`src/pkg/bsrq_pkg.sv`:
```
// package for the breaker status / reclose qualifier: register map, fields, timing
package bsrq_pkg;

   // ------------------------------------------------------------
   // register offsets (byte addresses)
   // ------------------------------------------------------------
   localparam logic [7:0] BSRQ_CTRL_OFF   = 8'h00;
   localparam logic [7:0] BSRQ_STATUS_OFF = 8'h04;
   localparam logic [7:0] BSRQ_COUNT_OFF  = 8'h08;

   // ------------------------------------------------------------
   // control fields
   // ------------------------------------------------------------
   localparam int         BSRQ_CTRL_ASSIGN_BIT = 0;  // status function assigned to input
   localparam int         BSRQ_CTRL_INVERT_BIT = 1;  // inverted (b contact) form
   localparam int         BSRQ_CTRL_PERMIT_BIT = 2;  // permit option assigned
   localparam logic [2:0] BSRQ_CTRL_RESET      = 3'h3;

   // ------------------------------------------------------------
   // status fields
   // ------------------------------------------------------------
   localparam int BSRQ_STAT_OPEN_BIT     = 0;  // breaker deemed open
   localparam int BSRQ_STAT_RAW_BIT      = 1;  // synchronised open indication
   localparam int BSRQ_STAT_PERMIT_BIT   = 2;  // permit input level
   localparam int BSRQ_STAT_INIT_CNT_LSB = 8;  // count of reclose initiations
   localparam int BSRQ_STAT_INIT_CNT_W   = 8;

   // ------------------------------------------------------------
   // timing
   // ------------------------------------------------------------
   localparam int          BSRQ_SYS_HZ       = 60;           // power-system frequency
   localparam int          BSRQ_QUAL_CYCLES  = 10;           // qualification, power cycles
   localparam longint      BSRQ_CLK_HZ       = 100000000;
   localparam longint      BSRQ_CYC_CLKS     = BSRQ_CLK_HZ / BSRQ_SYS_HZ;
   localparam logic [31:0] BSRQ_QUAL_CLKS    = 32'(BSRQ_CYC_CLKS * BSRQ_QUAL_CYCLES);
   localparam int          BSRQ_CNT_W        = 32;

   // apb request carried as one bundle
   typedef struct packed
   {
      logic        psel;
      logic        penable;
      logic        pwrite;
      logic [7:0]  paddr;
      logic [31:0] pwdata;
   } bsrq_apb_req_t;

endpackage

```
`src/bsrq_qual_timer.sv`:
```
// persistence timer: qualifies a level that must hold for a fixed time
`timescale 1ns/1ps
module bsrq_qual_timer
   import bsrq_pkg::*;
(
   // clock and reset
   input  wire logic                  clk_i,
   input  wire logic                  rst_i,
   // level to qualify and limit
   input  wire logic                  level_i,
   input  wire logic [BSRQ_CNT_W-1:0] limit_i,
   // result
   output logic                       qualified_o,
   output logic [BSRQ_CNT_W-1:0]      count_o
);

   logic [BSRQ_CNT_W-1:0] count_ff;
   logic [BSRQ_CNT_W-1:0] nxt_count;
   logic                  qual_ff;
   logic                  nxt_qual;
   wire                   done_w = (count_ff >= limit_i - 32'h1);

   // count restarts from zero whenever the level drops early
   assign nxt_count = !level_i ? '0 : (qual_ff ? count_ff : count_ff + 32'h1);
   assign nxt_qual  = level_i & (qual_ff | done_w);

   // timer state
   always_ff @(posedge clk_i or posedge rst_i)
   begin
      if (rst_i)
      begin
         count_ff <= '0;
         qual_ff  <= 1'b0;
      end
      else
      begin
         count_ff <= nxt_count;
         qual_ff  <= nxt_qual;
      end
   end

   assign qualified_o = qual_ff;
   assign count_o     = count_ff;

endmodule

```
`src/bsrq_top.sv`:
```
// breaker status qualification and reclose initiate with apb registers
//
// What this block does
// - inverted assignment makes one input both breaker position and reclose initiate
// - with inverted form, input de-energised to energised means breaker opening
// - open indication must persist ten power cycles before breaker deemed open
// - open indication shorter than ten cycles keeps breaker closed, no reclose
// - after full qualification breaker marked open; in inverted form the reclose cycle starts
// - permit option assigned and permit input de-energised suppresses automatic reclose
//
// The register addresses and the APB slave port are this design's own decisions.
`timescale 1ns/1ps
module bsrq_top
   import bsrq_pkg::*;
#(
   parameter logic [31:0] QUAL_CLKS = BSRQ_QUAL_CLKS
)
(
   // clock and reset
   input  wire logic        clk_i,
   input  wire logic        rst_i,
   // apb slave
   input  wire logic        psel_i,
   input  wire logic        penable_i,
   input  wire logic        pwrite_i,
   input  wire logic [7:0]  paddr_i,
   input  wire logic [31:0] pwdata_i,
   output logic [31:0]      prdata_o,
   output logic             pready_o,
   output logic             pslverr_o,
   // debounced control inputs (asynchronous to clk_i)
   input  wire logic        breaker_status_reclose_input_i,
   input  wire logic        reclose_permit_input_i,
   // results
   output logic             breaker_open_o,
   output logic             reclose_initiate_o
);

   // ------------------------------------------------------------
   // input synchronisers
   // ------------------------------------------------------------
   logic [1:0] stat_sync_ff;
   logic [1:0] perm_sync_ff;

   // two flops each; only the second stage is read below
   // both reset low: permit reads absent for two cycles, far shorter than any qualification
   always_ff @(posedge clk_i or posedge rst_i)
   begin
      if (rst_i)
      begin
         stat_sync_ff <= 2'h0;
         perm_sync_ff <= 2'h0;
      end
      else
      begin
         stat_sync_ff <= {stat_sync_ff[0], breaker_status_reclose_input_i};
         perm_sync_ff <= {perm_sync_ff[0], reclose_permit_input_i};
      end
   end

   wire stat_lvl_w = stat_sync_ff[1];
   wire perm_lvl_w = perm_sync_ff[1];

   // ------------------------------------------------------------
   // apb register file
   // ------------------------------------------------------------
   // one 32-bit word per register, byte addresses:
   //   0x00 control: bit 0 function assigned, bit 1 inverted form, bit 2 permit option
   //   0x04 status, read only: bit 0 deemed open, bit 1 open indication,
   //        bit 2 permit level, bits 15:8 initiations counted
   //   0x08 qualification counter, read only
   // any other offset answers with slave error, reads zero and drops writes
   bsrq_apb_req_t req_w;
   logic [2:0]    ctrl_ff;
   logic [2:0]    nxt_ctrl;
   logic [31:0]   prdata_ff;
   logic [31:0]   nxt_prdata;
   logic          pslverr_ff;
   logic          pready_ff;

   assign req_w = '{psel: psel_i, penable: penable_i, pwrite: pwrite_i, paddr: paddr_i, pwdata: pwdata_i};

   // full address compare; a partial decode would alias the map into the unmapped space
   function automatic logic addr_hit(input logic [7:0] addr, input logic [7:0] off);
      return (addr == off);
   endfunction

   // decode: zero-wait-state slave, answers in the first access cycle after setup
   wire acc_w      = req_w.psel & req_w.penable & pready_ff;
   wire setup_w    = req_w.psel & ~req_w.penable;
   wire hit_ctrl_w = addr_hit(req_w.paddr, BSRQ_CTRL_OFF);
   wire hit_stat_w = addr_hit(req_w.paddr, BSRQ_STATUS_OFF);
   wire hit_cnt_w  = addr_hit(req_w.paddr, BSRQ_COUNT_OFF);
   wire mapped_w   = hit_ctrl_w | hit_stat_w | hit_cnt_w;
   wire wr_ctrl_w  = acc_w & req_w.pwrite & hit_ctrl_w;

   // control fields; flipping the form mid-episode inverts the indication, so the count restarts
   wire assigned_w = ctrl_ff[BSRQ_CTRL_ASSIGN_BIT];
   wire inverted_w = ctrl_ff[BSRQ_CTRL_INVERT_BIT];
   wire permit_on_w = ctrl_ff[BSRQ_CTRL_PERMIT_BIT];

   // only the access edge writes; a setup cycle alone never changes the control word
   assign nxt_ctrl = wr_ctrl_w ? pwdata_i[2:0] : ctrl_ff;

   // ------------------------------------------------------------
   // open indication and qualification
   // ------------------------------------------------------------
   logic                  qualified_w;
   logic [BSRQ_CNT_W-1:0] count_w;

   // inverted form: energised b contact means the breaker is opening;
   // plain form: de-energised a contact means open
   wire open_ind_w = assigned_w & (inverted_w ? stat_lvl_w : ~stat_lvl_w);

   // a b contact racing the seal-in auxiliary contact can energise the input briefly;
   // the timer below is what keeps that race from starting a reclose
   // the limit is a fixed count of clocks, so an off-nominal system frequency shifts it slightly
   // short open pulses (contact race) never reach the qualified level
   bsrq_qual_timer u_timer
   (
      .clk_i       (clk_i),
      .rst_i       (rst_i),
      .level_i     (open_ind_w),
      .limit_i     (QUAL_CLKS),
      .qualified_o (qualified_w),
      .count_o     (count_w)
   );

   // ------------------------------------------------------------
   // breaker state and reclose initiate
   // ------------------------------------------------------------
   logic       open_ff;
   logic       init_ff;
   logic [7:0] init_cnt_ff;
   logic       nxt_open;
   logic       nxt_init;

   // permit low blocks initiation only when the option is assigned
   // the breaker is still marked open while blocked; only the reclose start is held back
   // the breaker reads closed again one clock after the qualified level drops
   wire permit_ok_w = ~permit_on_w | perm_lvl_w;
   wire open_rise_w = qualified_w & ~open_ff;
   assign nxt_open  = qualified_w;
   assign nxt_init  = open_rise_w & inverted_w & permit_ok_w;

   // state flops; initiate is a one-cycle pulse per permitted qualified opening in inverted form
   // the initiation count wraps at 255, so software tracks it by differences
   always_ff @(posedge clk_i or posedge rst_i)
   begin
      if (rst_i)
      begin
         open_ff     <= 1'b0;
         init_ff     <= 1'b0;
         init_cnt_ff <= 8'h00;
      end
      else
      begin
         open_ff     <= nxt_open;
         init_ff     <= nxt_init;
         init_cnt_ff <= init_cnt_ff + {7'h00, nxt_init};
      end
   end

   // ------------------------------------------------------------
   // read mux and bus response
   // ------------------------------------------------------------
   // status word packed from the field positions of the register map
   function automatic logic [31:0] pack_status
   (
      input logic       is_open,
      input logic       is_ind,
      input logic       permit_lvl,
      input logic [7:0] cnt_init
   );
      logic [31:0] word;
      word = 32'h0;
      word[BSRQ_STAT_OPEN_BIT] = is_open;
      word[BSRQ_STAT_RAW_BIT] = is_ind;
      word[BSRQ_STAT_PERMIT_BIT] = permit_lvl;
      word[BSRQ_STAT_INIT_CNT_LSB +: BSRQ_STAT_INIT_CNT_W] = cnt_init;
      return word;
   endfunction

   wire [31:0] stat_word_w = pack_status(open_ff, open_ind_w, perm_lvl_w, init_cnt_ff);

   // a read setup loads new data; a write setup clears the read word to zero
   assign nxt_prdata = !(setup_w & ~req_w.pwrite) ? 32'h0 :
                       hit_ctrl_w ? {29'h0, ctrl_ff} :
                       hit_stat_w ? stat_word_w :
                       hit_cnt_w  ? count_w : 32'h0;

   // bus flops: data latched in setup so it stands through the access
   // ready is registered from setup, so every transfer takes exactly one access cycle
   always_ff @(posedge clk_i or posedge rst_i)
   begin
      if (rst_i)
      begin
         ctrl_ff    <= BSRQ_CTRL_RESET;
         prdata_ff  <= 32'h0;
         pslverr_ff <= 1'b0;
         pready_ff  <= 1'b0;
      end
      else
      begin
         ctrl_ff    <= nxt_ctrl;
         prdata_ff  <= setup_w ? nxt_prdata : prdata_ff;
         pslverr_ff <= setup_w & ~mapped_w;
         pready_ff  <= setup_w;
      end
   end

   assign prdata_o           = prdata_ff;
   assign pready_o           = pready_ff;
   assign pslverr_o          = pslverr_ff;
   assign breaker_open_o     = open_ff;
   assign reclose_initiate_o = init_ff;

endmodule

```
`config.mk`:
```
export PLATFORM = sky130hd
export DESIGN_NAME = bsrq_top
export DESIGN_NICKNAME = d
export VERILOG_FILES = /design/src/pkg/bsrq_pkg.sv /design/src/bsrq_qual_timer.sv /design/src/bsrq_top.sv
export SDC_FILE = /design/constraint.sdc
export NUM_CORES = 1
export LEC_CHECK = 0
export ABC_AREA = 1
export ABC_CLOCK_PERIOD_IN_PS = 2700
export BUFFER_PORTS_ARGS = -buffer_cell sky130_fd_sc_hd__buf_4
export CAP_MARGIN = 20
export CELL_PAD_IN_SITES_DETAIL_PLACEMENT = 1
export CELL_PAD_IN_SITES_GLOBAL_PLACEMENT = 2
export CORE_ASPECT_RATIO = 0.7
export CORE_MARGIN = 1
export CORE_UTILIZATION = 32
export CTS_CLUSTER_DIAMETER = 150
export DETAILED_ROUTE_END_ITERATION = 8
export HOLD_SLACK_MARGIN = 0.02
export PLACE_DENSITY = 0.84
export SYNTH_ARGS = -nofsm -noshare
export SYNTH_HDL_FRONTEND = slang
export SYNTH_SLANG_ARGS = --single-unit
```
`constraint.sdc`:
```
create_clock -name clk_i -period 2.7 [get_ports clk_i]
set_input_delay 0.27 -clock clk_i [delete_from_list [all_inputs] [get_ports clk_i]]
set_output_delay 0.27 -clock clk_i [all_outputs]
set_load 0.05 [all_outputs]
```
==> impl_metrics.ini, run 1 <==
[worst_setup_path]
cp_cell_sequence = inv_1 -> nor4_1 -> ha_1 -> ha_1 -> nand3_1 -> nor3_1 -> xor2_1
crit_type = reg2reg
crit_path_end_kind = flip-flop
crit_path_max_incr_delay_ns = 0.54
cp.required_ns = 2.96
crit_buf_inv = 1
critical_path_arrival_ns = 2.53
crit_top_cell = ha_1
reg2regPathDepth = 7
reg2reg_to = init_cnt_ff[6]$_DFF_PP0_
cp_max_fo = 4
crit_path_start_kind = flip-flop
r2r_slack_ns = 0.43
r2r_start = ctrl_ff[1]$_DFFE_PP1P_
crit_family = simple AND/OR/NAND/NOR gates
cpMaxStageDelayCell = nor4_1

[die]
io_pins = 83
dieArea_mm2 = 0.0140
die_h_um = 99.3
coreArea_mm2 = 0.0132
start_util = 0.328
die_w_um = 141
num_rows = 35

[placement]
place_congestion = 0.851
hpwlAfterDp_um = 9950
numPortBuffers = 53
preCtsSetupSlack_ns = 0.485
dp_cells = 791

[yosys]
syn-num-nets = 611
netlist.area_leader.share = 0.474
synth_top_family_by_area = simple AND/OR/NAND/NOR gates
yosys-top-cells-area = dfrtp_1, nand2_1, nor2_1
synthMuxAreaShare = 0
yosys.area_share.adder = 0.00867
synth_warnings = 0
synth_compound_area_frac = 0.0830
syn_area_mm2 = 0.00433
avgSynthCellArea_um2 = 7.71
syn_inst = 561
yosys.area_share.simple = 0.338
synth_seq_cells = 84
synth_xor_area_frac = 0.0142
yosysSeqAreaShare = 0.486
synth_top_area_cell = dfrtp_1
synthDistinctLibCells = 33

[job]
drv_cap = 0

[grt]
grt_usage = 0.200
grt_pass1_vias = 4103
grt_max_degree = 52
grt-ovfl-total = 0
met3_usage = 0.0400
grtUsageMet2 = 0.293
top_usage_layer = met1
antenna_found_initial = 1
use_met1 = 0.298
grt_pass1_wl_um = 21600

[timing]
finalMaxSlewViolations = 0
fmax_mhz = 440
grt_setup_unrepaired = no
setup_violations = 0
fin_crit_ns = 2.27
tightest_slew_ns = 0.638
setup_ws_ns = 0.430
tns_ns = 0
hold_viol_final = 0
fin_skew_ns = 0.00851
fin_crit_sh = 0.841
slew_headroom = 0.575

[clock_network]
clk_path_buf_depth = 2
cts_max_level = 3
cts_tree = built
clk_latency_ns = 0.34
numCtsBuffers = 9
cts_root_buffer = clkbuf_16
ctsResizeCount = 0
path_clk_slew_ns = 0.07
clock_sink_count = 84

[pwr]
pwr-share-seq = 0.499
power.leakage_uw = 0.00240
p_switching_uw = 607
peakVddDrop_uv = 266
power_density_mw_per_mm2 = 482
p_comb_frac = 0.039
p_clk_frac = 0.462
p_int_uw = 1930
finalPower_uw = 2530
sw_frac_of_total = 0.240

[drt]
drtIter0Drc = 178
drt_wl_total_um = 13100
drc = 0
dr.pass1.iters = 4
num_vias = 3977
antenna_left = 0
wl_per_cell_um = 16.1
routed_via_density = 4.92

[min_path]
hold_depth = 1
min_from = reclose_permit_input_i
hp-class = in2reg
min_to = perm_sync_ff[0]$_DFF_PP0_

[finish]
fill_cells = 1630
final_net_count = 669
num_antenna_cells = 0
stdcell_count = 809
layout_commonest_cell = nand2_1
layout_common_cells = nand2_1, dfrtp_1, nor2_1
regArea_mm2 = 0.00210
drive_gt1_frac = 0.157
syn_to_final_growth_pct = 21.6
multiInputGateArea_mm2 = 0.00192

[outcome]
status = completed
[registers in the layout (all words and copies together), names as in the netlist]
name	flops
perm_sync_ff	2
breaker_open_o	1
prdata_o	32
pslverr_o	1
u_timer.count_o	32
reclose_initiate_o	1
init_cnt_ff	8
stat_sync_ff	2
u_timer.qualified_o	1
ctrl_ff	3
pready_o	1
[final cells by class]
cell class | instances | share of cell area
Multi-Input combinational cell | 400 | 0.365
Timing Repair Buffer | 61 | 0.0937
Tap cell | 185 | 0.0440
Clock buffer | 10 | 0.0435
Sequential cell | 84 | 0.400
Inverter | 63 | 0.0452
Clock inverter | 6 | 0.00903
[through the flow]
step	utilization	hold slack, ns	instance area (µm²)
3_5_place_dp	0.375	0.336	4950
5_1_grt	0.399	0.0216	5260
4_1_cts	0.397	0.0290	5240
6_report	0.399	0.0388	5260
3_3_place_gp	0.375	0.336	4950
2_1_floorplan	-	0.301	4330
[cell families (layout without fill, tap and decap cells)]
| group | count (synthesis) | in the layout |
|---|---|---|
| AO/OA/AOI/OAI | 62 | 62 |
| XOR/XNOR | 7 | 7 |
| adder cells (fa/ha/maj) | 3 | 3 |
| buffers and inverters | 77 | 140 |
| flip-flops | 84 | 84 |
| AND/OR/NAND/NOR | 328 | 328 |
[synth_stat cells, drive strengths merged]
| cell type | count |
|---|---|
| dfrtp | 82 |
| and2 | 1 |
| xor2 | 7 |
| nor3 | 15 |
| inv | 63 |
| nor2 | 77 |
| o21ai | 18 |
| o22ai | 4 |
| nor4 | 3 |
| o211ai | 1 |
| nand3 | 47 |
| nand4 | 12 |
| buf | 9 |
| a21oi | 22 |
| dfstp | 2 |
| a31oi | 1 |
| or2 | 2 |
| o31ai | 16 |
| nand2 | 171 |
| ha | 3 |
| clkbuf | 5 |
[how the worst max path moves through the flow]
stage,from,end,slack [ns],depth (start not counted)
after global placement,ctrl_ff[1]$_DFFE_PP1P_,init_cnt_ff[6]$_DFF_PP0_,0.59,7
after CTS,ctrl_ff[1]$_DFFE_PP1P_,init_cnt_ff[6]$_DFF_PP0_,0.49,7
final,ctrl_ff[1]$_DFFE_PP1P_,init_cnt_ff[6]$_DFF_PP0_,0.43,7
after detailed placement,ctrl_ff[1]$_DFFE_PP1P_,init_cnt_ff[6]$_DFF_PP0_,0.48,7
after floorplan,rst_i,breaker_open_o$_DFF_PP0_,0.27,1
after global routing,ctrl_ff[1]$_DFFE_PP1P_,init_cnt_ff[6]$_DFF_PP0_,0.29,7
[per-layer routing]
layer,part of all wire,vias to the layer above
met1,0.53,1963
li1,-,1925
met3,0.047,16
met2,0.41,71
met4,0.011,2
met5,0.00077,-
[power by group through the flow]
stage / clock, µW / sequential (µW) / combinational [µW]
finish: 1170 / 1270 / 98.1
global route: 1250 / 1260 / 109
CTS: 1200 / 1270 / 96.3
detailed placement: 0 / 1290 / 95.1
global placement: 0 / 1290 / 91.6
floorplan: 0 / 1300 / 42.8
[repair_timing]
item / in CTS / in global routing
endpoints found under the hold margin: 4 / 0
buffers inserted: 0 / 0
hold buffers: 1 / 0
Power figures use the tool's default switching activity.
==> run 2, diff against run 1 <==
Settings changed: ABC_AREA 1 to 0, ABC_CLOCK_PERIOD_IN_PS 2700 to 2300, CORE_UTILIZATION 32 to 34, PLACE_DENSITY 0.84 to 0.82.
Clock period 2.7 ns to 2.3 ns, I/O delays scaled along.
==> run 2 against run 1 <==
Net effect:
- utilization up 5.6 points
- via count shrank 23%
- non-clock buffer count grew 14
- wire length down 22%
- total power up 24%
- critical path depth down 3
- first-iteration DRC count shrank 7.9%
- synthesized area down 12%
- design area fell by 8.1%
- cell count down 30%
- worst hold slack worse by 0.033 ns
- register-to-register slack worse by 0.30 ns
==> impl_metrics.ini, run 2 <==
[drt]
num_vias = 3078
wl_per_cell_um = 17.9
drc = 0
antenna_left = 0
drtIter0Drc = 164
drt_wl_total_um = 10100
dr.pass1.iters = 4
routed_via_density = 5.42

[finish]
drive_gt1_frac = 0.236
fill_cells = 1182
stdcell_count = 568
syn_to_final_growth_pct = 26.5
layout_common_cells = dfrtp_1, buf_4, a22o_1
final_net_count = 465
num_antenna_cells = 0
layout_commonest_cell = dfrtp_1
post-route-util = 0.455

[timing]
tightest_slew_ns = 0.777
slew_headroom = 0.481
tns_ns = 0
holdWs_ns = 0.00629
setup_violations = 0
hold_viol_final = 0
fin_crit_sh = 0.945
fin_skew_ns = 0.00472
finalMaxSlewViolations = 0
fin_crit_ns = 2.17
fmax_mhz = 460
grt_setup_unrepaired = no

[worst_setup_path]
cp_max_fo = 10
crit_path_end_kind = flip-flop
crit_type = reg2reg
crit_path_start_kind = flip-flop
cp.required_ns = 2.56
critical_path_arrival_ns = 2.43

[grt]
grt_pass1_wl_um = 17300
grt_pass1_vias = 3310
antenna_found_initial = 0
grt-ovfl-total = 0
grt_usage = 0.192
grt_max_degree = 85

[placement]
place_congestion = 0.778
hpwlAfterDp_um = 7180
numPortBuffers = 53
dp_cells = 550

[yosys]
synth-edff-count = 0
synth_most_common_cell = dfrtp_1
synthDistinctLibCells = 40
synthArstFlopShare = 1.00
synth_top_area_cell = dfrtp_1
syn_inst = 352
yosys-top-cells-count = dfrtp_1, a22o_1, nand2_1, nor2_1, a21oi_1
ys.flop_type = dfrtp_1
synth_warnings = 0
avgSynthCellArea_um2 = 10.9
yosysSeqAreaShare = 0.550
synth_seq_cells = 84
syn_area_mm2 = 0.00382
syn-num-nets = 402
netlist.area_leader.share = 0.537
yosys-top-cells-area = dfrtp_1, a22o_1, a21oi_1

[min_path]
hp-class = in2async

[die]
die_h_um = 90.7
num_rows = 31
dieArea_mm2 = 0.0117
start_util = 0.360
coreArea_mm2 = 0.0106
io_pins = 83
die_w_um = 129

[clock_network]
cts_root_buffer = clkbuf_16
clk_latency_ns = 0.34
clock_sink_count = 84
path_clk_slew_ns = 0.06
cts_max_level = 3
clk_path_buf_depth = 2
post_cts_buffers = 0
numCtsBuffers = 9
cts_tree = built

[pwr]
power_density_mw_per_mm2 = 651
peakVddDrop_uv = 322
power.leakage_uw = 0.00213

[outcome]
status = completed

[job]
drv_cap = 0
-- run 2: through the flow --
stage | worst slack, ns | cell area, µm² | power [µW]
6_report | 0.126 | 4840 | 3150
5_1_grt | 0.0292 | 4840 | 3260
4_1_cts | 0.131 | 4840 | 3190
3_5_place_dp | 0.149 | 4500 | 1620
3_3_place_gp | 0.234 | 4500 | 1620
2_1_floorplan | 0.378 | 3830 | 1570
-- run 2: worst paths after layout --
path | endpoint | slack [ns] | startpoint | cells after the start
max reg2reg | u_timer.count_o[28]$_DFFE_PP0P_ | 0.13 | u_timer.count_o[6]$_DFFE_PP0P_ | 4
max | u_timer.count_o[28]$_DFFE_PP0P_ | 0.13 | u_timer.count_o[6]$_DFFE_PP0P_ | 4
max in group asynchronous | u_timer.count_o[14]$_DFFE_PP0P_ | 1.91 | rst_i | 3
min reg2reg | perm_sync_ff[1]$_DFF_PP0_ | 0.36 | perm_sync_ff[0]$_DFF_PP0_ | 0
min in group clk_i | ctrl_ff[1]$_DFFE_PP1P_ | 0.15 | pwdata_i[1] | 2
min | reclose_initiate_o$_DFF_PP0_ | 0.006 | rst_i | 3
-- run 2: cell type report --
| type | instances | area, µm² | area share |
|---|---|---|---|
| Sequential cell | 84 | 2100 | 0.435 |
| Timing Repair Buffer | 75 | 593 | 0.123 |
| Multi-Input combinational cell | 239 | 1610 | 0.333 |
| Clock inverter | 5 | 75.1 | 0.0155 |
| Clock buffer | 11 | 243 | 0.0502 |
| Inverter | 6 | 26.3 | 0.00543 |
| Tap cell | 148 | 185 | 0.0383 |
-- run 2: report_power, final --
part | internal (µW) | total [µW] | switching [µW] | leakage (µW)
Sequential | 1480 | 1490 | 2.90 | 0.00116
Clock | 975 | 1550 | 576 | 0.000159
Combinational | 38.1 | 109 | 71.0 | 0.000819
Total | 2500 | 3150 | 649 | 0.00213
-- run 2: cell families after synthesis --
kind of cell | count (synthesis) | synth area share
adders and majority gates | 3 | 0.00982
DFF | 84 | 0.550
AOI/OAI and AO/OA | 84 | 0.159
and+or+nand+nor | 125 | 0.186
muxes | 9 | 0.0245
buffers and inverters | 29 | 0.0298
xor gates and xnor gates | 18 | 0.0412
-- run 2: worst max-delay path: stages, from the launching register on --
cell and delay (ns):
dfrtp_1 0.48, nand4_1 0.25, or4_4 0.66, or4_1 0.54
a21oi_1 0.17
-- run 2: repair_timing --
item / CTS / global route
resized for setup: 0 / 0
hold endpoints to repair: 2 / 0
hold buffers: 2 / 0
-- run 2: routing by layer --
metal  up-vias  part of all wire  routed length [µm]  track usage
met5         -                 0                   0            0
met4         0             0.010                 101       0.0510
met3        11             0.026                 260       0.0421
met2        39              0.46                4660        0.302
met1      1592              0.50                5120        0.264
li1       1436                 -                   -            -
==> run 3, diff against run 2 <==
Settings changed: ABC_CLOCK_PERIOD_IN_PS 2300 to 2250, BUFFER_PORTS_ARGS -buffer_cell sky130_fd_sc_hd__buf_4 to -buffer_cell sky130_fd_sc_hd__buf_2.
Clock period 2.3 ns to 2.25 ns, I/O delays scaled along.
==> run 3 against run 2 <==
Net effect:
- sequential cell count unchanged
- utilization down 0.54 points
- design area fell by 1.2%
- sequential power hardly changed
- total power is 5.0% higher
- critical endpoint is now u_timer.count_o[21]$_DFFE_PP0P_
- largest power group unchanged
==> impl_metrics.ini, run 3 (synthesis gave the netlist of run 2 again) <==
[outcome]
status = completed

[drt]
routed_via_density = 5.46
num_vias = 3135
wl_per_cell_um = 17.8
drtIter0Drc = 145
drt_wl_total_um = 10200
antenna_left = 0
dr.pass1.iters = 4
drc = 0

[clock_network]
cts_max_level = 3
clock_sink_count = 84
cts_tree = built
path_clk_slew_ns = 0.06
clk_path_buf_depth = 2
clk_latency_ns = 0.34
cts_root_buffer = clkbuf_16
numCtsBuffers = 9
ctsResizeCount = 0

[grt]
grt_usage = 0.195
antenna_found_initial = 0
grt_max_degree = 31
grt_pass1_vias = 3270
grt_pass1_wl_um = 17300
grt-ovfl-total = 0

[finish]
stdcell_count = 574
layout_commonest_cell = dfrtp_1
final_area_mm2 = 0.00478
num_antenna_cells = 0
final_net_count = 471
syn_to_final_growth_pct = 25.0
drive_gt1_frac = 0.242
layout_common_cells = dfrtp_1, buf_2, a22o_1

[timing]
fin_crit_sh = 0.944
setup_violations = 0
fin_crit_ns = 2.12
fmax_mhz = 471
fin_skew_ns = 0.00588
hold_viol_final = 0
finalMaxSlewViolations = 0
grt_setup_unrepaired = no
tightest_slew_ns = 0.678
tns_ns = 0
slew_headroom = 0.544

[job]
drv_cap = 0

[min_path]
hp-class = in2reg
hold_depth = 2

[die]
coreArea_mm2 = 0.0106
start_util = 0.360
io_pins = 83
dieArea_mm2 = 0.0117
die_h_um = 90.7
num_rows = 31
die_w_um = 129

[worst_setup_path]
cp_cell_sequence = nand3_1 -> or4_1 -> buf_4 -> nor3_1 -> mux2i_1
cp.required_ns = 2.50
crit_path_max_incr_delay_ns = 0.69
reg2regPathDepth = 5
cp_max_fo = 7
crit_path_start_kind = flip-flop
cpMaxStageDelayCell = or4_1
crit_path_end_kind = flip-flop
critical_path_arrival_ns = 2.37
crit_type = reg2reg

[pwr]
p_clk_frac = 0.507
p_switching_uw = 671
power_density_mw_per_mm2 = 691
sw_frac_of_total = 0.203
peakVddDrop_uv = 336
power.leakage_uw = 0.00216
p_int_uw = 2630
p_comb_frac = 0.034
pwr-share-seq = 0.460

[placement]
dpl-instance-area_mm2 = 0.00442
numPortBuffers = 53
hpwlAfterDp_um = 7330
dp_cells = 555
place_congestion = 0.781
-- run 3: timing repair --
action	CTS	global route
endpoints found under the hold margin	28	0
setup endpoints to repair	0	0
hold buffers	3	0
buffers inserted	0	0
-- run 3: layout make-up --
type,instances,area [µm²]
Clock buffer,11,233
Clock inverter,5,100
Fill cell,1212,5850
Inverter,6,26.3
Multi-Input combinational cell,239,1610
Sequential cell,84,2100
Tap cell,148,185
Timing Repair Buffer,81,520
-- run 3: per-layer routing --
layer	part of all wire	wire length (µm)	vias up	track usage
met1	0.50	5130	1627	0.274
met2	0.45	4600	48	0.293
met4	0.013	132	0	0.0618
met3	0.037	376	9	0.0468
met5	0	0	-	0
li1	-	-	1451	-
-- run 3: metrics by stage --
step	utilization	setup slack [ns]	total power, µW	hold slack [ns]
floorplan	-	0.328	1600	0.256
finish	0.450	0.127	3300	0.118
global route	0.450	0.000951	3410	0.115
global placement	0.416	0.214	1650	0.332
CTS	0.450	0.0681	3340	0.115
detailed placement	0.416	0.175	1660	0.335
-- run 3: final timing paths --
kind                                                 from                         endpoint  slack, ns
min in group asynchronous                           rst_i     reclose_initiate_o$_DFF_PP0_       0.53
max                        u_timer.count_o[7]$_DFFE_PP0P_  u_timer.count_o[21]$_DFFE_PP0P_       0.13
max reg2reg                u_timer.count_o[7]$_DFFE_PP0P_  u_timer.count_o[21]$_DFFE_PP0P_       0.13
min                                           pwdata_i[2]           ctrl_ff[2]$_DFFE_PP0P_       0.12
min reg2reg                     perm_sync_ff[0]$_DFF_PP0_        perm_sync_ff[1]$_DFF_PP0_       0.35
max in group asynchronous                           rst_i           ctrl_ff[0]$_DFFE_PP1P_       1.10
-- run 3: power by group through the flow --
stage | combinational [µW] | sequential, µW | clock (µW)
global placement | 105 | 1550 | 0
floorplan | 51.0 | 1550 | 0
detailed placement | 109 | 1550 | 0
CTS | 113 | 1520 | 1710
global route | 124 | 1520 | 1770
finish | 111 | 1520 | 1670
-- run 3: critical path, delay by kind of cell (launching register included) --
| kind | cells | cell delay [ns] |
|---|---|---|
| multiplexers | 1 | 0.27 |
| AND/OR/NAND/NOR | 3 | 1.09 |
| buffers and inverters | 1 | 0.22 |
| flip-flops | 1 | 0.45 |
